`src/logic/lbx_pkg.sv`:
```
// constants and types for the blinking led driver and i/o expander
package lbx_pkg;
	// bus address: fixed upper nibble, then three strap bits, then r/w
	localparam logic [3:0] ADDR_PREFIX = 4'hC;
	localparam logic [3:0] BITS_PER_BYTE = 4'h8;
	// register indices reached through the register pointer
	localparam logic [3:0] IDX_PIN_LO = 4'h0;
	localparam logic [3:0] IDX_PIN_HI = 4'h1;
	localparam logic [3:0] IDX_DIV_A = 4'h2;
	localparam logic [3:0] IDX_DUTY_A = 4'h3;
	localparam logic [3:0] IDX_DIV_B = 4'h4;
	localparam logic [3:0] IDX_DUTY_B = 4'h5;
	localparam logic [3:0] IDX_SEL0 = 4'h6;
	localparam logic [3:0] IDX_SEL1 = 4'h7;
	localparam logic [3:0] IDX_SEL2 = 4'h8;
	localparam logic [3:0] IDX_SEL3 = 4'h9;
	localparam logic [3:0] IDX_LAST = 4'h9;
	// command byte layout
	localparam int CMD_AI_BIT = 4;
	// values after reset
	localparam logic [7:0] RST_DIV = 8'h00;
	localparam logic [7:0] RST_DUTY = 8'h00;
	localparam logic [31:0] RST_SEL = 32'h0000_0000;
	// pin selector codes
	localparam logic [1:0] SEL_OFF = 2'h0;
	localparam logic [1:0] SEL_ON = 2'h1;
	localparam logic [1:0] SEL_BLINK_A = 2'h2;
	localparam logic [1:0] SEL_BLINK_B = 2'h3;
	// blink timing: period = (divider + 1) / 152 s, 256 duty steps
	localparam int CLK_HZ = 100_000_000;
	localparam int BLINK_BASE_HZ = 152;
	localparam int DUTY_STEPS = 256;
	localparam int TICK_CYC_I = CLK_HZ / (BLINK_BASE_HZ * DUTY_STEPS);
	localparam logic [11:0] TICK_CYC = 12'(TICK_CYC_I);
	// write fifo
	localparam int FIFO_DEPTH = 16;
	localparam int FIFO_WIDTH = 12;

	typedef enum logic [2:0] {
		ST_IDLE = 3'b000,
		ST_ADDR = 3'b001,
		ST_ACK = 3'b010,
		ST_RX = 3'b011,
		ST_TX = 3'b100,
		ST_ACK_TX = 3'b101,
		ST_WAIT_STOP = 3'b110
	} lbx_state_e;
endpackage

```
`src/logic/lbx_expander.sv`:
```
// i2c slave, register file, blink generators and pin drivers
`timescale 1ns/10ps
// Summary of operation
// - start is sda falling while scl high
// - silent on the bus until a start
// - stop is sda rising while scl high
// - address upper nibble must equal 1100
// - receiver pulls sda low in ninth clock
// - ack own address and every written byte the fifo can take
// - read sends eight bits, then samples ack
// - master nack ends sending until stop
// - input registers show pin levels caught for each read byte
// - writes to input registers acked, ignored
// - low register pins 7..0, high 15..8
// - blink period (divider+1)/152 s, reset zero
// - blink duty is duty value over 256
// - auto increment steps write register address
// - auto increment steps read register address
// - pin levels caught at ack clock fall
// - reset holds registers and bus machine
// - each pin on, off, blink a, blink b
// - sda only pulled low or released

module lbx_fifo #(
	parameter int WIDTH = 12,
	parameter int DEPTH = 16
) (
	// clock and reset
	input wire logic i_clk,
	input wire logic i_nrst,
	// fill side
	input wire logic i_in_valid,
	input wire logic [WIDTH-1:0] i_in_data,
	output logic o_in_ready,
	// drain side
	output logic o_out_valid,
	output logic [WIDTH-1:0] o_out_data,
	input wire logic i_out_ready
);
	localparam int AW = $clog2(DEPTH);
	typedef struct packed {
		logic [DEPTH-1:0][WIDTH-1:0] mem;
		logic [AW-1:0] wp;
		logic [AW-1:0] rp;
		logic [AW:0] cnt;
	} lbx_fifo_s;
	lbx_fifo_s r;
	lbx_fifo_s next_r;
	logic push;
	logic pop;

	assign o_in_ready = (r.cnt != (AW+1)'(DEPTH));
	assign o_out_valid = (r.cnt != '0);
	assign o_out_data = r.mem[r.rp];
	assign push = i_in_valid && o_in_ready;
	assign pop = o_out_valid && i_out_ready;

	always_comb begin
		next_r = r;
		if (push) begin
			next_r.mem[r.wp] = i_in_data;
			next_r.wp = (r.wp == AW'(DEPTH-1)) ? '0 : r.wp + 1'b1;
		end
		if (pop)
			next_r.rp = (r.rp == AW'(DEPTH-1)) ? '0 : r.rp + 1'b1;
		if (push && !pop)
			next_r.cnt = r.cnt + 1'b1;
		else if (pop && !push)
			next_r.cnt = r.cnt - 1'b1;
	end

	always_ff @(posedge i_clk) begin
		if (!i_nrst) begin
			r.wp <= '0;
			r.rp <= '0;
			r.cnt <= '0;
			r.mem <= r.mem;
		end else begin
			r <= next_r;
		end
	end
endmodule

module lbx_expander
	import lbx_pkg::*;
(
	// clock and reset
	input wire logic i_clk,
	input wire logic i_nrst,
	// serial bus
	input wire logic i_scl,
	input wire logic i_sda,
	output logic o_sda_out,
	output logic o_sda_oe,
	// address straps
	input wire logic i_addr_strap_bit0,
	input wire logic i_addr_strap_bit1,
	input wire logic i_addr_strap_bit2,
	// open-drain led / io pins
	input wire logic [15:0] i_driver_io_pins,
	output logic [15:0] o_driver_io_pins_out,
	output logic [15:0] o_driver_io_pins_oe
);
	typedef struct packed {
		logic [1:0] scl_s;
		logic [1:0] sda_s;
		logic [2:0] strap_s1;
		logic [2:0] strap_s2;
		logic [15:0] pin_s1;
		logic [15:0] pin_s2;
		logic scl_d;
		logic sda_d;
		lbx_state_e st;
		logic [3:0] bitcnt;
		logic [7:0] shreg;
		logic rw;
		logic got_cmd;
		logic auto_increment_flag;
		logic acked;
		logic [3:0] ptr;
		logic [7:0] pin_levels_low;
		logic [7:0] pin_levels_high;
		logic [7:0] blink_a_period_divider;
		logic [7:0] blink_a_duty_value;
		logic [7:0] blink_b_period_divider;
		logic [7:0] blink_b_duty_value;
		logic [31:0] sel;
		logic [11:0] tick_cnt;
		logic [7:0] pre_a;
		logic [7:0] pre_b;
		logic [7:0] ph_a;
		logic [7:0] ph_b;
		logic blink_rate_a;
		logic blink_rate_b;
		logic sda_oe;
		logic [15:0] pin_oe;
	} lbx_reg_s;

	lbx_reg_s r;
	lbx_reg_s next_r;
	logic scl_rise;
	logic scl_fall;
	logic start_det;
	logic stop_det;
	logic addr_match;
	logic fifo_in_valid;
	logic fifo_in_ready;
	logic [FIFO_WIDTH-1:0] fifo_in_data;
	logic fifo_out_valid;
	logic fifo_out_ready;
	logic [FIFO_WIDTH-1:0] fifo_out_data;
	logic tx_load;
	logic [15:0] pin_drive;

	function automatic logic [3:0] step_ptr(input logic [3:0] p);
		step_ptr = (p == IDX_LAST) ? 4'h0 : p + 4'h1;
	endfunction

	// read data; callers pass the state with this ack's pin capture in it
	function automatic logic [7:0] read_reg(input logic [3:0] idx,
		input lbx_reg_s s);
		case (idx)
			IDX_PIN_LO: read_reg = s.pin_levels_low;
			IDX_PIN_HI: read_reg = s.pin_levels_high;
			IDX_DIV_A: read_reg = s.blink_a_period_divider;
			IDX_DUTY_A: read_reg = s.blink_a_duty_value;
			IDX_DIV_B: read_reg = s.blink_b_period_divider;
			IDX_DUTY_B: read_reg = s.blink_b_duty_value;
			IDX_SEL0: read_reg = s.sel[7:0];
			IDX_SEL1: read_reg = s.sel[15:8];
			IDX_SEL2: read_reg = s.sel[23:16];
			IDX_SEL3: read_reg = s.sel[31:24];
			default: read_reg = 8'h00;
		endcase
	endfunction

	// edges seen only after the second synchroniser stage
	assign scl_rise = r.scl_s[1] && !r.scl_d;
	assign scl_fall = !r.scl_s[1] && r.scl_d;
	assign start_det = r.scl_s[1] && r.scl_d && !r.sda_s[1] && r.sda_d;
	assign stop_det = r.scl_s[1] && r.scl_d && r.sda_s[1] && !r.sda_d;
	assign addr_match = (r.shreg[7:4] == ADDR_PREFIX) &&
		(r.shreg[3:1] == r.strap_s2);

	// loading a read byte blocks the drain so reads see settled registers
	assign tx_load = scl_fall && ((r.st == ST_ACK && r.rw) ||
		(r.st == ST_ACK_TX && r.acked));
	assign fifo_out_ready = !tx_load;
	assign fifo_in_data = {r.ptr, r.shreg};
	assign fifo_in_valid = (r.st == ST_RX) && scl_fall &&
		(r.bitcnt == BITS_PER_BYTE) && r.got_cmd;

	lbx_fifo #(
		.WIDTH(FIFO_WIDTH),
		.DEPTH(FIFO_DEPTH)
	) u_fifo (
		.i_clk(i_clk),
		.i_nrst(i_nrst),
		.i_in_valid(fifo_in_valid),
		.i_in_data(fifo_in_data),
		.o_in_ready(fifo_in_ready),
		.o_out_valid(fifo_out_valid),
		.o_out_data(fifo_out_data),
		.i_out_ready(fifo_out_ready)
	);

	// per-pin driver: low-side drive lights the led
	for (genvar g = 0; g < 16; g++) begin : g_pin
		always_comb begin
			unique case (r.sel[2*g +: 2])
				SEL_OFF: pin_drive[g] = 1'b0;
				SEL_ON: pin_drive[g] = 1'b1;
				SEL_BLINK_A: pin_drive[g] = r.blink_rate_a;
				SEL_BLINK_B: pin_drive[g] = r.blink_rate_b;
			endcase
		end
	end

	always_comb begin
		next_r = r;
		next_r.scl_s = {r.scl_s[0], i_scl};
		next_r.sda_s = {r.sda_s[0], i_sda};
		next_r.scl_d = r.scl_s[1];
		next_r.sda_d = r.sda_s[1];
		next_r.strap_s1 = {i_addr_strap_bit2, i_addr_strap_bit1,
			i_addr_strap_bit0};
		next_r.strap_s2 = r.strap_s1;
		next_r.pin_s1 = i_driver_io_pins;
		next_r.pin_s2 = r.pin_s1;
		next_r.pin_oe = pin_drive;

		// blink generators: one duty step every (divider+1) ticks
		if (r.tick_cnt == TICK_CYC - 12'h001) begin
			next_r.tick_cnt = 12'h000;
			if (r.pre_a == r.blink_a_period_divider) begin
				next_r.pre_a = 8'h00;
				next_r.ph_a = r.ph_a + 8'h01;
			end else begin
				next_r.pre_a = r.pre_a + 8'h01;
			end
			if (r.pre_b == r.blink_b_period_divider) begin
				next_r.pre_b = 8'h00;
				next_r.ph_b = r.ph_b + 8'h01;
			end else begin
				next_r.pre_b = r.pre_b + 8'h01;
			end
		end else begin
			next_r.tick_cnt = r.tick_cnt + 12'h001;
		end
		next_r.blink_rate_a = (r.ph_a < r.blink_a_duty_value);
		next_r.blink_rate_b = (r.ph_b < r.blink_b_duty_value);

		// register writes drained from the fifo
		if (fifo_out_valid && fifo_out_ready) begin
			case (fifo_out_data[11:8])
				IDX_DIV_A: next_r.blink_a_period_divider = fifo_out_data[7:0];
				IDX_DUTY_A: next_r.blink_a_duty_value = fifo_out_data[7:0];
				IDX_DIV_B: next_r.blink_b_period_divider = fifo_out_data[7:0];
				IDX_DUTY_B: next_r.blink_b_duty_value = fifo_out_data[7:0];
				IDX_SEL0: next_r.sel[7:0] = fifo_out_data[7:0];
				IDX_SEL1: next_r.sel[15:8] = fifo_out_data[7:0];
				IDX_SEL2: next_r.sel[23:16] = fifo_out_data[7:0];
				IDX_SEL3: next_r.sel[31:24] = fifo_out_data[7:0];
				default: ;
			endcase
		end

		// bus machine
		unique case (r.st)
			ST_IDLE: ;
			ST_ADDR, ST_RX: begin
				if (scl_rise && r.bitcnt != BITS_PER_BYTE) begin
					next_r.shreg = {r.shreg[6:0], r.sda_s[1]};
					next_r.bitcnt = r.bitcnt + 4'h1;
				end else if (scl_fall && r.bitcnt == BITS_PER_BYTE) begin
					next_r.bitcnt = 4'h0;
					if (r.st == ST_ADDR) begin
						if (addr_match) begin
							next_r.rw = r.shreg[0];
							next_r.sda_oe = 1'b1;
							next_r.st = ST_ACK;
						end else begin
							next_r.st = ST_IDLE;
						end
					end else if (!r.got_cmd) begin
						next_r.got_cmd = 1'b1;
						next_r.ptr = r.shreg[3:0];
						next_r.auto_increment_flag = r.shreg[CMD_AI_BIT];
						next_r.sda_oe = 1'b1;
						next_r.st = ST_ACK;
					end else if (fifo_in_ready) begin
						next_r.sda_oe = 1'b1;
						next_r.st = ST_ACK;
						if (r.auto_increment_flag)
							next_r.ptr = step_ptr(r.ptr);
					end else begin
						// full fifo: refuse the byte by leaving sda released
						next_r.st = ST_WAIT_STOP;
					end
				end
			end
			ST_ACK: begin
				if (scl_fall) begin
					next_r.sda_oe = 1'b0;
					if (r.rw) begin
						// input levels caught at the ack clock fall
						next_r.pin_levels_low = r.pin_s2[7:0];
						next_r.pin_levels_high = r.pin_s2[15:8];
						next_r.shreg = read_reg(r.ptr, next_r);
						next_r.sda_oe = !next_r.shreg[7];
						next_r.st = ST_TX;
					end else begin
						next_r.st = ST_RX;
					end
				end
			end
			ST_TX: begin
				if (scl_fall) begin
					if (r.bitcnt == BITS_PER_BYTE - 4'h1) begin
						next_r.bitcnt = 4'h0;
						next_r.sda_oe = 1'b0;
						next_r.st = ST_ACK_TX;
					end else begin
						next_r.bitcnt = r.bitcnt + 4'h1;
						next_r.shreg = {r.shreg[6:0], 1'b0};
						next_r.sda_oe = !r.shreg[6];
					end
				end
			end
			ST_ACK_TX: begin
				if (scl_rise)
					next_r.acked = !r.sda_s[1];
				else if (scl_fall) begin
					if (r.acked) begin
						next_r.pin_levels_low = r.pin_s2[7:0];
						next_r.pin_levels_high = r.pin_s2[15:8];
						next_r.ptr = r.auto_increment_flag ?
							step_ptr(r.ptr) : r.ptr;
						next_r.shreg = read_reg(next_r.ptr, next_r);
						next_r.sda_oe = !next_r.shreg[7];
						next_r.st = ST_TX;
					end else begin
						next_r.st = ST_WAIT_STOP;
					end
				end
			end
			ST_WAIT_STOP: ;
			default: next_r.st = ST_IDLE;
		endcase

		// bus conditions override the byte machine
		if (start_det) begin
			next_r.st = ST_ADDR;
			next_r.bitcnt = 4'h0;
			next_r.got_cmd = 1'b0;
			next_r.sda_oe = 1'b0;
		end else if (stop_det) begin
			next_r.st = ST_IDLE;
			next_r.sda_oe = 1'b0;
		end
	end

	always_ff @(posedge i_clk) begin
		if (!i_nrst) begin
			r <= '0;
			r.scl_s <= 2'h3;
			r.sda_s <= 2'h3;
			r.scl_d <= 1'b1;
			r.sda_d <= 1'b1;
			r.st <= ST_IDLE;
			r.blink_a_period_divider <= RST_DIV;
			r.blink_b_period_divider <= RST_DIV;
			r.blink_a_duty_value <= RST_DUTY;
			r.blink_b_duty_value <= RST_DUTY;
			r.sel <= RST_SEL;
		end else begin
			r <= next_r;
		end
	end

	assign o_sda_out = 1'b0;
	assign o_sda_oe = r.sda_oe;
	assign o_driver_io_pins_out = 16'h0000;
	assign o_driver_io_pins_oe = r.pin_oe;

	chk_sda_release_idle: assert property (
		@(posedge i_clk) disable iff (!i_nrst)
		(r.st == ST_IDLE) |-> !o_sda_oe)
		else $error("sda driven while idle");

	chk_start_enters_addr: assert property (
		@(posedge i_clk) disable iff (!i_nrst)
		start_det |=> (r.st == ST_ADDR) && (r.bitcnt == 4'h0))
		else $error("start not taken");

	chk_stop_to_idle: assert property (
		@(posedge i_clk) disable iff (!i_nrst)
		(stop_det && !start_det) |=> (r.st == ST_IDLE) && !o_sda_oe)
		else $error("stop not taken");

	chk_addr_ack_given: assert property (
		@(posedge i_clk) disable iff (!i_nrst)
		(r.st == ST_ADDR && scl_fall && r.bitcnt == BITS_PER_BYTE &&
		addr_match && !start_det && !stop_det)
		|=> (r.st == ST_ACK) && o_sda_oe)
		else $error("own address not acknowledged");

	chk_addr_mismatch_quiet: assert property (
		@(posedge i_clk) disable iff (!i_nrst)
		(r.st == ST_ADDR && scl_fall && r.bitcnt == BITS_PER_BYTE &&
		r.shreg[7:4] != ADDR_PREFIX && !start_det)
		|=> (r.st == ST_IDLE) && !o_sda_oe)
		else $error("foreign address acknowledged");

	chk_nack_waits_stop: assert property (
		@(posedge i_clk) disable iff (!i_nrst)
		(r.st == ST_ACK_TX && scl_fall && !r.acked && !start_det &&
		!stop_det) |=> (r.st == ST_WAIT_STOP) ##1 !o_sda_oe)
		else $error("sending went on after nack");

	chk_sda_never_high: assert property (
		@(posedge i_clk) disable iff (!i_nrst)
		o_sda_oe |-> (o_sda_out == 1'b0))
		else $error("sda driven high");

	chk_pin_off_released: assert property (
		@(posedge i_clk) disable iff (!i_nrst)
		(r.sel[1:0] == SEL_OFF) ##1 (r.sel[1:0] == SEL_OFF)
		|-> !o_driver_io_pins_oe[0])
		else $error("off pin still driven");

	chk_zero_duty_dark: assert property (
		@(posedge i_clk) disable iff (!i_nrst)
		(r.blink_a_duty_value == 8'h00) ##1
		(r.blink_a_duty_value == 8'h00) |-> !r.blink_rate_a)
		else $error("blink on with zero duty");

	chk_ro_regs_unwritten: assert property (
		@(posedge i_clk) disable iff (!i_nrst)
		(fifo_out_valid && fifo_out_ready &&
		fifo_out_data[11:8] <= IDX_PIN_HI && !tx_load)
		|=> $stable(r.pin_levels_low) && $stable(r.pin_levels_high))
		else $error("input register altered by write");
endmodule

```
`config.mk`:
```
export PLATFORM = sky130hd
export DESIGN_NAME = lbx_expander
export DESIGN_NICKNAME = d
export VERILOG_FILES = /design/src/logic/lbx_pkg.sv /design/src/logic/lbx_expander.sv
export SDC_FILE = /design/constraint.sdc
export NUM_CORES = 1
export LEC_CHECK = 0
export BUFFER_PORTS_ARGS = -buffer_cell sky130_fd_sc_hd__buf_2
export CAP_MARGIN = 30
export CORE_AREA = 3 3 195 273
export DETAILED_ROUTE_END_ITERATION = 8
export DIE_AREA = 0 0 198 276
export GPL_TIMING_DRIVEN = 0
export PLACE_DENSITY = 0.53
export SLEW_MARGIN = 20
export SYNTH_ARGS = -nofsm -noshare
export SYNTH_HDL_FRONTEND = slang
export SYNTH_SLANG_ARGS = --single-unit
```
`constraint.sdc`:
```
create_clock -name i_clk -period 4.3 [get_ports i_clk]
set_input_delay 0.86 -clock i_clk [delete_from_list [all_inputs] [get_ports i_clk]]
set_output_delay 0.86 -clock i_clk [all_outputs]
set_load 0.05 [all_outputs]
```
==> results of run 1 <==
## sequential cells by signal (all words and copies together), names as in the netlist
signal,cells
o_sda_oe,1
fifo_in_data,12
u_fifo.r,205
r,142
o_driver_io_pins_oe,16
next_r,23
## metal layers
metal  vias to the layer above  GRT usage, %  share of wire, %
li1                       5722             -                 -
met1                      6021          21.6                39
met2                       348          34.2                52
met3                       131          2.46               4.4
met4                         0          8.75               5.3
met5                         -             0                 0
## area by class of cell
| class | count | area (um2) |
|---|---|---|
| Buffer | 96 | 553 |
| Timing Repair Buffer | 59 | 423 |
| Sequential cell | 399 | 9910 |
| Clock buffer | 54 | 1150 |
| Multi-Input combinational cell | 975 | 7350 |
| Tap cell | 650 | 813 |
| Clock inverter | 21 | 241 |
| Inverter | 44 | 165 |
| Fill cell | 4899 | 30400 |
## critical path, delay by kind of cell, from the launching register on
kind	cells	cell delay (ns)
AND/OR/NAND/NOR	2	0.72
multiplexers	3	1.54
flip-flops	1	0.35
buffers and inverters	4	1.01
AO/OA/AOI/OAI	2	0.39
## power by group through the flow
stage          sequential [uW]  combinational [uW]  clock, uW
6_report                  4280                2150       3680
5_1_grt                   4300                2310       3930
4_1_cts                   4270                2100       3790
3_5_place_dp              4360                2040          0
3_3_place_gp              4350                2020          0
2_1_floorplan             4300                1440          0
## repair_timing
action	CTS	global route
hold buffers	0	0
gates resized for setup	12	11
buffers inserted	8	4
pin swaps	3	2
endpoints found under the setup margin	9	8
## per-stage QoR
step / util (%) / area, um2
after CTS: 40.2 / 20500
after floorplan: - / 17800
after detailed placement: 37.2 / 19000
after global routing: 40.4 / 20600
final: 40.4 / 20600
after global placement: 37.0 / 18800
## cell families (layout without fill, tap and decap cells)
family                     count (synthesis)  count (layout)  synth area share, %
other                                      1              17               0.0211
and+or+nand+nor                          470             470                 13.0
xor gates and xnor gates                  65              65                 3.20
AOI/OAI and AO/OA                        248             248                 9.38
adders and majority gates                 32              32                 2.29
buffers and inverters                    140             274                 3.97
muxes                                    143             143                 12.4
DFF                                      399             399                 55.7
## placed cells by master, fill, tap and decap left out, drive strengths merged, types with 55 or more instances in the layout
master,synthesis,routed
nor2,192,192
edfxtp,192,192
mux2i,82,82
a21oi,69,69
buf,52,111
nand2,69,69
mux4,55,55
clkbuf,44,98
dfxtp,207,207
## worst paths after layout
kind	from	cells past startpoint	to
min reg2reg	next_r[207]$_SDFF_PN1_	1	next_r[166]$_SDFF_PN1_
max	u_fifo.r[6]$_SDFFE_PN0N_	11	fifo_in_data[1]$_SDFFE_PN0P_
min	next_r[207]$_SDFF_PN1_	1	next_r[166]$_SDFF_PN1_
max reg2reg	u_fifo.r[6]$_SDFFE_PN0N_	11	fifo_in_data[1]$_SDFFE_PN0P_
==> run_summary.xml, run 1 <==
<?xml version="1.0" encoding="UTF-8"?>
<metrics>
  <group name="critical_path">
    <metric name="worst-r2r-setup-slack" unit="ns">0.1</metric>
    <metric name="worstPathRequired" unit="ns">4.71</metric>
    <metric name="critical_path.endpoint_type" unit="">flip-flop</metric>
    <metric name="timing.critical_path.mode_cell" unit="">mux4_2</metric>
    <metric name="cp_slowest_stage_delay" unit="ns">0.71</metric>
    <metric name="timing.setup.critical_path_class" unit="">reg2reg</metric>
    <metric name="critical_path.cell_chain" unit="">buf_6 -&gt; buf_12 -&gt; buf_8 -&gt; clkbuf_1 -&gt; mux4_2 -&gt; mux4_2 -&gt; mux2i_2 -&gt; o211ai_1 -&gt; or3_1 -&gt; nor3_2 -&gt; o32ai_1</metric>
    <metric name="critical_path_fanout_max" unit="">10</metric>
    <metric name="slowest_stage_cell_cp" unit="">mux4_2</metric>
    <metric name="startpoint_class" unit="">flip-flop</metric>
    <metric name="critical_path_arrival" unit="ns">4.61</metric>
  </group>
  <group name="yosys">
    <metric name="synth.yosys.warnings" unit="">0</metric>
    <metric name="netlist_top_cells_area" unit="">edfxtp_1, dfxtp_1, mux4_2</metric>
    <metric name="yosys_register_bits" unit="">399</metric>
    <metric name="synth_cell_type_count" unit="">79</metric>
    <metric name="syn_area_per_cell" unit="um2">11.9</metric>
    <metric name="yosysTopAreaCellShare" unit="%">32.4</metric>
    <metric name="synth_area" unit="um2">17800</metric>
    <metric name="syn-instance-count" unit="">1498</metric>
    <metric name="synthDominantAreaCellType" unit="">edfxtp_1</metric>
    <metric name="post-synth-top-count-cell" unit="">dfxtp_1</metric>
    <metric name="synth_flop_cell" unit="">dfxtp_1</metric>
    <metric name="synth_edf_count" unit="">192</metric>
    <metric name="synth_seq_area_share" unit="%">55.7</metric>
    <metric name="netlist_top_cells_count" unit="">dfxtp_1, edfxtp_1, nor2_1, mux2i_1</metric>
    <metric name="synth_async_sr_flop_share" unit="%">0</metric>
  </group>
  <group name="pwr">
    <metric name="leakage" unit="uW">0.00733</metric>
    <metric name="p_seq_share" unit="%">42.3</metric>
    <metric name="irDropWorstVdd" unit="mV">0.241</metric>
    <metric name="p_int" unit="uW">7200</metric>
    <metric name="total_switching_power" unit="uW">2910</metric>
    <metric name="fin_total_pwr" unit="uW">10100</metric>
    <metric name="clockPowerShare" unit="%">36.4</metric>
    <metric name="fraction_of_power_spent_switching_nets" unit="%">28.7</metric>
    <metric name="power-per-cell-area" unit="nW/um2">491</metric>
    <metric name="power.combinational.fraction" unit="%">21.3</metric>
  </group>
  <group name="detailed_routing">
    <metric name="remaining_drc_errors" unit="">0</metric>
    <metric name="vias" unit="">12200</metric>
    <metric name="route.final.wire_length" unit="um">51400</metric>
    <metric name="drt_pass1_iterations" unit="">6</metric>
    <metric name="drtAntennaViolNets" unit="">0</metric>
    <metric name="routedWlPerCell" unit="um">22.4</metric>
    <metric name="detailedRoute.firstIterationViolations" unit="">725</metric>
    <metric name="via_per_inst" unit="">5.32</metric>
  </group>
  <group name="sta">
    <metric name="finalSetupViolations" unit="">0</metric>
    <metric name="hold_violations" unit="">0</metric>
    <metric name="fin_hold_ws" unit="ns">0.420</metric>
    <metric name="worst_slew_pin_slew" unit="ns">0.911</metric>
    <metric name="maxSlewViolCount" unit="">0</metric>
    <metric name="rsz0062_at_grt" unit="">false</metric>
    <metric name="final.min_clock_period" unit="ns">4.20</metric>
    <metric name="setup_total_negative_slack" unit="ns">0</metric>
    <metric name="clock_skew" unit="ns">0.0202</metric>
    <metric name="slew_headroom" unit="%">39.2</metric>
    <metric name="setup_ws" unit="ns">0.0979</metric>
    <metric name="min_period_over_period" unit="%">97.7</metric>
    <metric name="maxClockFrequency" unit="GHz">0.238</metric>
  </group>
  <group name="place">
    <metric name="gp_congestion" unit="">0.937</metric>
    <metric name="dp.final_hpwl" unit="um">37100</metric>
    <metric name="place.detailed.instances" unit="">2210</metric>
    <metric name="port_buffers" unit="">39</metric>
    <metric name="dp_worst_setup_slack" unit="ns">-0.522</metric>
  </group>
  <group name="cells_and_area">
    <metric name="nNetsFinal" unit="">1671</metric>
    <metric name="post_route_cells_drive_above_1_share" unit="%">16.2</metric>
    <metric name="antenna_cells" unit="">0</metric>
    <metric name="area_overhead_vs_synth" unit="%">15.9</metric>
    <metric name="finalNonFillerCells" unit="">2298</metric>
  </group>
  <group name="floorplanning">
    <metric name="placement_rows" unit="">98</metric>
    <metric name="ios" unit="">57</metric>
    <metric name="die_extent_in_x" unit="um">198</metric>
    <metric name="die_height" unit="um">276</metric>
    <metric name="die_area" unit="um2">54600</metric>
    <metric name="initial_core_utilization" unit="%">34.9</metric>
    <metric name="core_area" unit="um2">51000</metric>
  </group>
  <group name="clocking">
    <metric name="clkLatencyLatePin" unit="ns">0.55</metric>
    <metric name="cts.sink_count" unit="">399</metric>
    <metric name="worst_setup_hold_path_clk_slew" unit="ns">0.06</metric>
    <metric name="cts_buffer_depth" unit="">3</metric>
    <metric name="tritoncts_buffer_count" unit="">41</metric>
    <metric name="cts_tree" unit="">yes</metric>
    <metric name="ctsRootBufferMaster" unit="">clkbuf_16</metric>
    <metric name="cts_max_level" unit="">2</metric>
  </group>
  <group name="grt">
    <metric name="largest_net_degree_at_the_start_of_global_routing" unit="">23</metric>
    <metric name="grt_overflow" unit="">0</metric>
    <metric name="antenna_found_initial" unit="">0</metric>
    <metric name="grt_first_pass_wirelength" unit="um">77700</metric>
    <metric name="grt_util_all_layers" unit="%">18.8</metric>
    <metric name="grt_pass1_vias" unit="">12500</metric>
  </group>
  <group name="flow_run">
    <metric name="cap_viol_max_count" unit="">0</metric>
  </group>
  <group name="status">
    <metric name="run_status" unit="">complete, no violations</metric>
  </group>
  <group name="hold_path">
    <metric name="hold_class" unit="">reg2reg</metric>
  </group>
</metrics>
Note: power is estimated with default switching activity, not from simulation.
==> run 2: changes to the inputs <==
==> constraint.sdc (replaced) <==
create_clock -name i_clk -period 4.74 [get_ports i_clk]
set_input_delay 0.948 -clock i_clk [delete_from_list [all_inputs] [get_ports i_clk]]
set_output_delay 0.948 -clock i_clk [all_outputs]
set_load 0.05 [all_outputs]
==> run 2 against run 1 <==
Maximum frequency down 9.4%. Core utilization is 0.25 points lower. Flip-flop and latch count unchanged. Total power decreased by 10%. Sequential power down 9.3%. Die area unchanged. Wire length is 0.25% lower. First-iteration DRC count is 0.83% lower. Register-to-register slack is essentially flat. Final cell count fell by 0.30%. Hold slack gained 0.0010 ns.
==> run_summary.xml, run 2 (synthesis gave the netlist of run 1 again) <==
<?xml version="1.0" encoding="UTF-8"?>
<metrics>
  <group name="status">
    <metric name="run_status" unit="">complete, no violations</metric>
  </group>
  <group name="detailed_routing">
    <metric name="routedWlPerCell" unit="um">22.4</metric>
    <metric name="remaining_drc_errors" unit="">0</metric>
    <metric name="drt_pass1_iterations" unit="">5</metric>
    <metric name="met2WireLength" unit="um">26700</metric>
    <metric name="detailedRoute.firstIterationViolations" unit="">719</metric>
    <metric name="route.final.wire_length" unit="um">51300</metric>
    <metric name="length_of_routed_met3_wiring" unit="um">2150</metric>
    <metric name="vias" unit="">12200</metric>
    <metric name="detail_route.wirelength.met1" unit="um">20000</metric>
    <metric name="via_per_inst" unit="">5.31</metric>
    <metric name="highest_layer" unit="">met4</metric>
    <metric name="drtAntennaViolNets" unit="">0</metric>
  </group>
  <group name="pwr">
    <metric name="leakage" unit="uW">0.00728</metric>
    <metric name="power.combinational.fraction" unit="%">20.6</metric>
    <metric name="irDropWorstVdd" unit="mV">0.220</metric>
    <metric name="p_seq_share" unit="%">42.6</metric>
    <metric name="clockPowerShare" unit="%">36.8</metric>
    <metric name="fraction_of_power_spent_switching_nets" unit="%">28.8</metric>
    <metric name="power-per-cell-area" unit="nW/um2">445</metric>
    <metric name="p_int" unit="uW">6480</metric>
    <metric name="total_switching_power" unit="uW">2620</metric>
  </group>
  <group name="critical_path">
    <metric name="worstPathRequired" unit="ns">5.15</metric>
    <metric name="critical_path_arrival" unit="ns">5.05</metric>
    <metric name="cp_slowest_stage_delay" unit="ns">0.72</metric>
    <metric name="critical_path.cell_chain" unit="">buf_2 -&gt; buf_2 -&gt; buf_2 -&gt; mux4_2 -&gt; mux4_2 -&gt; mux2i_2 -&gt; o211ai_1 -&gt; or3_1 -&gt; nor3_1 -&gt; o32ai_1</metric>
    <metric name="path_buf_inv" unit="">3</metric>
    <metric name="critical_path_fanout_max" unit="">10</metric>
    <metric name="critical_path.endpoint_type" unit="">flip-flop</metric>
    <metric name="timing.critical_path.mode_cell" unit="">buf_2</metric>
    <metric name="cpLargestDelayFamily" unit="">multiplexers</metric>
    <metric name="timing.setup.critical_path_class" unit="">reg2reg</metric>
    <metric name="slowest_stage_cell_cp" unit="">mux4_2</metric>
    <metric name="startpoint_class" unit="">flip-flop</metric>
  </group>
  <group name="cells_and_area">
    <metric name="post_route_cells_drive_above_1_share" unit="%">15.3</metric>
    <metric name="layout_commonest_cell" unit="">dfxtp_1</metric>
    <metric name="nNetsFinal" unit="">1664</metric>
    <metric name="finalNonFillerCells" unit="">2291</metric>
    <metric name="final_cell_mix" unit="">dfxtp_1, edfxtp_1, nor2_1</metric>
    <metric name="area_overhead_vs_synth" unit="%">15.2</metric>
    <metric name="largest-register" unit="">u_fifo.r</metric>
    <metric name="layout.cell_area.non_filler" unit="um2">20500</metric>
    <metric name="antenna_cells" unit="">0</metric>
    <metric name="largest_reg_flops" unit="">205</metric>
  </group>
  <group name="sta">
    <metric name="maxClockFrequency" unit="GHz">0.216</metric>
    <metric name="finalSetupViolations" unit="">0</metric>
    <metric name="slew_headroom" unit="%">35.3</metric>
    <metric name="worst_slew_pin_slew" unit="ns">0.966</metric>
    <metric name="rsz0062_at_grt" unit="">false</metric>
    <metric name="maxSlewViolCount" unit="">0</metric>
    <metric name="clock_skew" unit="ns">0.0197</metric>
    <metric name="min_period_over_period" unit="%">97.8</metric>
    <metric name="hold_violations" unit="">0</metric>
    <metric name="setup_ws" unit="ns">0.104</metric>
    <metric name="final.min_clock_period" unit="ns">4.64</metric>
  </group>
  <group name="grt">
    <metric name="grt_pass1_vias" unit="">12400</metric>
    <metric name="grt_first_pass_wirelength" unit="um">77500</metric>
    <metric name="grt_util_all_layers" unit="%">18.7</metric>
    <metric name="largest_net_degree_at_the_start_of_global_routing" unit="">23</metric>
    <metric name="antenna_found_initial" unit="">0</metric>
    <metric name="grt_overflow" unit="">0</metric>
  </group>
  <group name="hold_path">
    <metric name="hold_class" unit="">reg2reg</metric>
  </group>
  <group name="floorplanning">
    <metric name="die_extent_in_x" unit="um">198</metric>
    <metric name="ios" unit="">57</metric>
    <metric name="core_area" unit="um2">51000</metric>
    <metric name="die_height" unit="um">276</metric>
    <metric name="die_area" unit="um2">54600</metric>
    <metric name="initial_core_utilization" unit="%">34.9</metric>
    <metric name="placement_rows" unit="">98</metric>
  </group>
  <group name="place">
    <metric name="place.detailed.instances" unit="">2210</metric>
    <metric name="post_dp_cell_area" unit="um2">19000</metric>
    <metric name="port_buffers" unit="">39</metric>
    <metric name="dp_worst_setup_slack" unit="ns">-0.0821</metric>
    <metric name="gp_congestion" unit="">0.937</metric>
    <metric name="dp.final_hpwl" unit="um">37100</metric>
  </group>
  <group name="clocking">
    <metric name="cts_tree" unit="">yes</metric>
    <metric name="ctsRootBufferMaster" unit="">clkbuf_16</metric>
    <metric name="clkLatencyLatePin" unit="ns">0.55</metric>
    <metric name="cts_max_level" unit="">2</metric>
    <metric name="tritoncts_buffer_count" unit="">41</metric>
    <metric name="worst_setup_hold_path_clk_slew" unit="ns">0.06</metric>
    <metric name="cts_buffer_depth" unit="">3</metric>
    <metric name="cts.sink_count" unit="">399</metric>
  </group>
  <group name="flow_run">
    <metric name="cap_viol_max_count" unit="">0</metric>
  </group>
</metrics>
## run 2: cell count changes in the layout (fill, tap and decap cells not counted)
cell and change:
buf_6 -1, nor3_1 +1, mux2i_1 +7, nor3_2 -1, mux2i_2 -5, nand3_2 -1, buf_12 -1, mux2i_4 -2
buf_2 +2, nand3_1 +1, buf_4 -8, clkbuf_4 +1
## run 2: routing by layer
metal / track usage (%) / up-vias
met3: 2.34 / 114
met1: 21.7 / 6037
met5: 0 / -
met2: 34.3 / 324
met4: 8.15 / 0
li1: - / 5700
## run 2: worst register-to-register path, stage by stage (launching register included)
cell      delay (ns)
dfxtp_1         0.33
buf_2           0.30
buf_2           0.43
buf_2           0.43
mux4_2          0.56
mux4_2          0.72
mux2i_2         0.44
o211ai_1        0.23
or3_1           0.41
nor3_1          0.47
o32ai_1         0.18
## run 2: cell type report
type,instances,area (um2)
Clock buffer,54,1150
Sequential cell,399,9910
Clock inverter,21,241
Tap cell,650,813
Multi-Input combinational cell,975,7300
Inverter,44,165
Fill cell,4909,30500
Timing Repair Buffer,52,358
Buffer,96,544
## run 2: final timing paths
check                                               from                            to  slack, ns  cells past startpoint
worst max register to register  u_fifo.r[5]$_SDFFE_PN0N_  fifo_in_data[1]$_SDFFE_PN0P_       0.10                     10
worst max-delay path            u_fifo.r[5]$_SDFFE_PN0N_  fifo_in_data[1]$_SDFFE_PN0P_       0.10                     10
worst min register to register    next_r[207]$_SDFF_PN1_        next_r[166]$_SDFF_PN1_       0.42                      1
worst min-delay path              next_r[207]$_SDFF_PN1_        next_r[166]$_SDFF_PN1_       0.42                      1
## run 2: repair_timing
| action | CTS | global route |
|---|---|---|
| setup endpoints to repair | 2 | 3 |
| hold buffers | 0 | 0 |
| gates resized for setup | 2 | 8 |
| pin swaps | 0 | 1 |
| buffers inserted | 0 | 5 |
## run 2: power groups by stage
| stage | clock [uW] | combinational, uW | sequential, uW |
|---|---|---|---|
| floorplan | 0 | 1310 | 3900 |
| global placement | 0 | 1830 | 3940 |
| detailed placement | 0 | 1850 | 3950 |
| CTS | 3430 | 1860 | 3880 |
| global route | 3570 | 2020 | 3900 |
| finish | 3350 | 1880 | 3880 |
## run 2: stage by stage
step	setup TNS [ns]	utilization [%]	hold WS [ns]	total power, uW
after detailed placement	-0.118	37.2	0.406	5800
after floorplan	0	-	0.386	5210
after CTS	0	39.9	0.422	9170
final	0	40.1	0.421	9100
after global routing	0	40.1	0.446	9480
after global placement	-0.0925	37.0	0.390	5770
==> run 3: changes to the inputs <==
--- a/config.mk
+++ b/config.mk
@@ -11,7 +11,7 @@
 export DETAILED_ROUTE_END_ITERATION = 8
 export DIE_AREA = 0 0 198 276
 export GPL_TIMING_DRIVEN = 0
-export PLACE_DENSITY = 0.53
+export PLACE_DENSITY = 0.54
 export SLEW_MARGIN = 20
 export SYNTH_ARGS = -nofsm -noshare
 export SYNTH_HDL_FRONTEND = slang
==> constraint.sdc (replaced) <==
create_clock -name i_clk -period 3.8 [get_ports i_clk]
set_input_delay 0.76 -clock i_clk [delete_from_list [all_inputs] [get_ports i_clk]]
set_output_delay 0.76 -clock i_clk [all_outputs]
set_load 0.05 [all_outputs]
==> run 3 against run 2 <==
Wire length up 1.7%. Clock-buffer cell count is 1 higher. Worst setup slack worse by 0.090 ns. Clock skew is 0.0080 ns higher. Flip-flop and latch count did not move. Critical endpoint is now o_sda_oe$_SDFFE_PP0P_. Largest cell class unchanged.
==> run_summary.xml, run 3 (synthesis gave the netlist of run 1 again) <==
<?xml version="1.0" encoding="UTF-8"?>
<metrics>
  <group name="status">
    <metric name="run_status" unit="">complete, no violations</metric>
  </group>
  <group name="sta">
    <metric name="setup_ws" unit="ns">0.0130</metric>
    <metric name="rsz0062_at_grt" unit="">true</metric>
    <metric name="maxClockFrequency" unit="GHz">0.264</metric>
    <metric name="fin_hold_ws" unit="ns">0.385</metric>
    <metric name="worst_slew_pin_slew" unit="ns">0.992</metric>
    <metric name="maxSlewViolCount" unit="">0</metric>
    <metric name="slew_headroom" unit="%">33.9</metric>
    <metric name="final.min_clock_period" unit="ns">3.79</metric>
    <metric name="finalSetupViolations" unit="">0</metric>
    <metric name="hold_violations" unit="">0</metric>
    <metric name="clock_skew" unit="ns">0.0277</metric>
    <metric name="min_period_over_period" unit="%">99.7</metric>
  </group>
  <group name="critical_path">
    <metric name="timing.setup.critical_path_class" unit="">reg2reg</metric>
    <metric name="critical_path.endpoint_type" unit="">flip-flop</metric>
    <metric name="startpoint_class" unit="">flip-flop</metric>
    <metric name="worst-r2r-cell-count" unit="">12</metric>
    <metric name="critical_path_fanout_max" unit="">6</metric>
    <metric name="critical_path_arrival" unit="ns">4.26</metric>
    <metric name="timing.critical_path.from" unit="">u_fifo.r[6]$_SDFFE_PN0N_</metric>
    <metric name="rr_endpoint" unit="">o_sda_oe$_SDFFE_PP0P_</metric>
    <metric name="crit_path_end" unit="">o_sda_oe$_SDFFE_PP0P_</metric>
    <metric name="worstPathRequired" unit="ns">4.27</metric>
    <metric name="critical_path.reg2reg.startpoint" unit="">u_fifo.r[6]$_SDFFE_PN0N_</metric>
    <metric name="worst-r2r-setup-slack" unit="ns">0.01</metric>
  </group>
  <group name="hold_path">
    <metric name="hold_class" unit="">in2reg</metric>
  </group>
  <group name="cells_and_area">
    <metric name="area_overhead_vs_synth" unit="%">19.9</metric>
    <metric name="nNetsFinal" unit="">1694</metric>
    <metric name="final_cell_mix" unit="">dfxtp_1, edfxtp_1, nor2_1</metric>
    <metric name="largest-register" unit="">u_fifo.r</metric>
    <metric name="post_route_cells_drive_above_1_share" unit="%">20.7</metric>
    <metric name="layout_commonest_cell" unit="">dfxtp_1</metric>
    <metric name="antenna_cells" unit="">0</metric>
    <metric name="fillCellCount" unit="">4890</metric>
    <metric name="largest_reg_flops" unit="">205</metric>
  </group>
  <group name="floorplanning">
    <metric name="core_area" unit="um2">51000</metric>
    <metric name="initial_core_utilization" unit="%">34.9</metric>
    <metric name="ios" unit="">57</metric>
    <metric name="die_area" unit="um2">54600</metric>
    <metric name="die_extent_in_x" unit="um">198</metric>
    <metric name="placement_rows" unit="">98</metric>
    <metric name="die_height" unit="um">276</metric>
  </group>
  <group name="detailed_routing">
    <metric name="route.final.wire_length" unit="um">52200</metric>
    <metric name="detailedRoute.firstIterationViolations" unit="">823</metric>
    <metric name="drt_pass1_iterations" unit="">5</metric>
    <metric name="remaining_drc_errors" unit="">0</metric>
    <metric name="vias" unit="">12500</metric>
    <metric name="drtAntennaViolNets" unit="">0</metric>
    <metric name="routedWlPerCell" unit="um">22.5</metric>
    <metric name="via_per_inst" unit="">5.37</metric>
  </group>
  <group name="grt">
    <metric name="largest_net_degree_at_the_start_of_global_routing" unit="">23</metric>
    <metric name="grt_pass1_vias" unit="">12800</metric>
    <metric name="antenna_found_initial" unit="">1</metric>
    <metric name="grt_overflow" unit="">0</metric>
    <metric name="grt_first_pass_wirelength" unit="um">78600</metric>
    <metric name="grt_util_all_layers" unit="%">19.0</metric>
  </group>
  <group name="place">
    <metric name="dp_worst_setup_slack" unit="ns">-0.987</metric>
    <metric name="port_buffers" unit="">39</metric>
    <metric name="gp_congestion" unit="">0.903</metric>
    <metric name="dp.final_hpwl" unit="um">37700</metric>
  </group>
  <group name="clocking">
    <metric name="ctsRootBufferMaster" unit="">clkbuf_16</metric>
    <metric name="cts_tree" unit="">yes</metric>
    <metric name="clkLatencyLatePin" unit="ns">0.56</metric>
    <metric name="tritoncts_buffer_count" unit="">40</metric>
    <metric name="worst_setup_hold_path_clk_slew" unit="ns">0.07</metric>
    <metric name="cts.sink_count" unit="">399</metric>
    <metric name="cts_max_level" unit="">2</metric>
    <metric name="cts_buffer_depth" unit="">3</metric>
  </group>
  <group name="flow_run">
    <metric name="cap_viol_max_count" unit="">0</metric>
  </group>
  <group name="pwr">
    <metric name="leakage" unit="uW">0.00746</metric>
    <metric name="irDropWorstVdd" unit="mV">0.315</metric>
    <metric name="fin_total_pwr" unit="uW">11700</metric>
    <metric name="power-per-cell-area" unit="nW/um2">549</metric>
  </group>
</metrics>
run 3: cell count changes in the layout (fill, tap and decap cells not counted), moves of 3 or more:
cell,before,now
buf_4,36,55
buf_8,3,8
mux2i_2,5,15
buf_12,4,10
buf_6,6,12
clkinv_1,8,3
nor4_1,8,3
nor4_2,2,6
mux2i_4,2,28
mux2i_1,75,39
clkinv_2,4,7
buf_2,50,45
nor3_1,12,9
run 3: layer usage:
| metal | vias to the layer above | track usage (%) | part of all wire, % |
|---|---|---|---|
| met5 | - | 0 | 0 |
| met4 | 0 | 8.61 | 5.1 |
| met3 | 126 | 2.35 | 4.2 |
| met2 | 369 | 34.8 | 52 |
| met1 | 6202 | 21.9 | 38 |
| li1 | 5765 | - | - |
run 3: worst min-delay path by stage:
stage,from,endpoint,slack [ns],depth (start not counted)
final,i_sda,next_r[207]$_SDFF_PN1_,0.38,2
after global routing,i_sda,next_r[207]$_SDFF_PN1_,0.39,2
after CTS,i_scl,next_r[209]$_SDFF_PN1_,0.36,2
after detailed placement,next_r[207]$_SDFF_PN1_,next_r[166]$_SDFF_PN1_,0.40,1
after global placement,next_r[207]$_SDFF_PN1_,next_r[166]$_SDFF_PN1_,0.39,1
after floorplan,next_r[207]$_SDFF_PN1_,next_r[166]$_SDFF_PN1_,0.39,1
run 3: cell type report:
| class | count | area (um2) | share of cell area (%) |
|---|---|---|---|
| Sequential cell | 399 | 9910 | 46.5 |
| Buffer | 96 | 583 | 2.73 |
| Tap cell | 650 | 813 | 3.81 |
| Inverter | 44 | 168 | 0.786 |
| Clock inverter | 18 | 204 | 0.957 |
| Clock buffer | 55 | 1110 | 5.20 |
| Multi-Input combinational cell | 975 | 7810 | 36.6 |
| Timing Repair Buffer | 83 | 719 | 3.37 |
run 3: report_power, final:
| part | total (uW) | switching, uW | internal [uW] |
|---|---|---|---|
| clock network | 4010 | 1680 | 2330 |
| logic | 2840 | 1580 | 1270 |
| registers | 4860 | 183 | 4680 |
| total | 11700 | 3450 | 8270 |
run 3: what timing repair did:
item,in CTS,in global routing
cloned,0,1
hold buffers,0,0
setup buffers,21,10
pin swaps,8,12
resized for setup,77,45
endpoints found under the setup margin,10,10
run 3: through the flow:
step	instances	TNS (ns)	instance area, um2	util, %
floorplan	1514	0	17800	-
global placement	2203	-73.86	18800	37.0
detailed placement	2215	-6.69	19000	37.3
CTS	2309	0	21000	41.1
global route	2320	-0.102	21300	41.8
finish	2320	0	21300	41.8
run 3: worst max-delay path: stages (launching register included):
cell	delay, ns
dfxtp_4	0.36
buf_8	0.13
buf_12	0.13
mux4_2	0.49
mux2_4	0.31
or3_4	0.38
a221oi_4	0.28
buf_6	0.19
mux2i_4	0.27
o22ai_2	0.17
or4_1	0.54
o2bb2a_4	0.26
a221oi_2	0.21
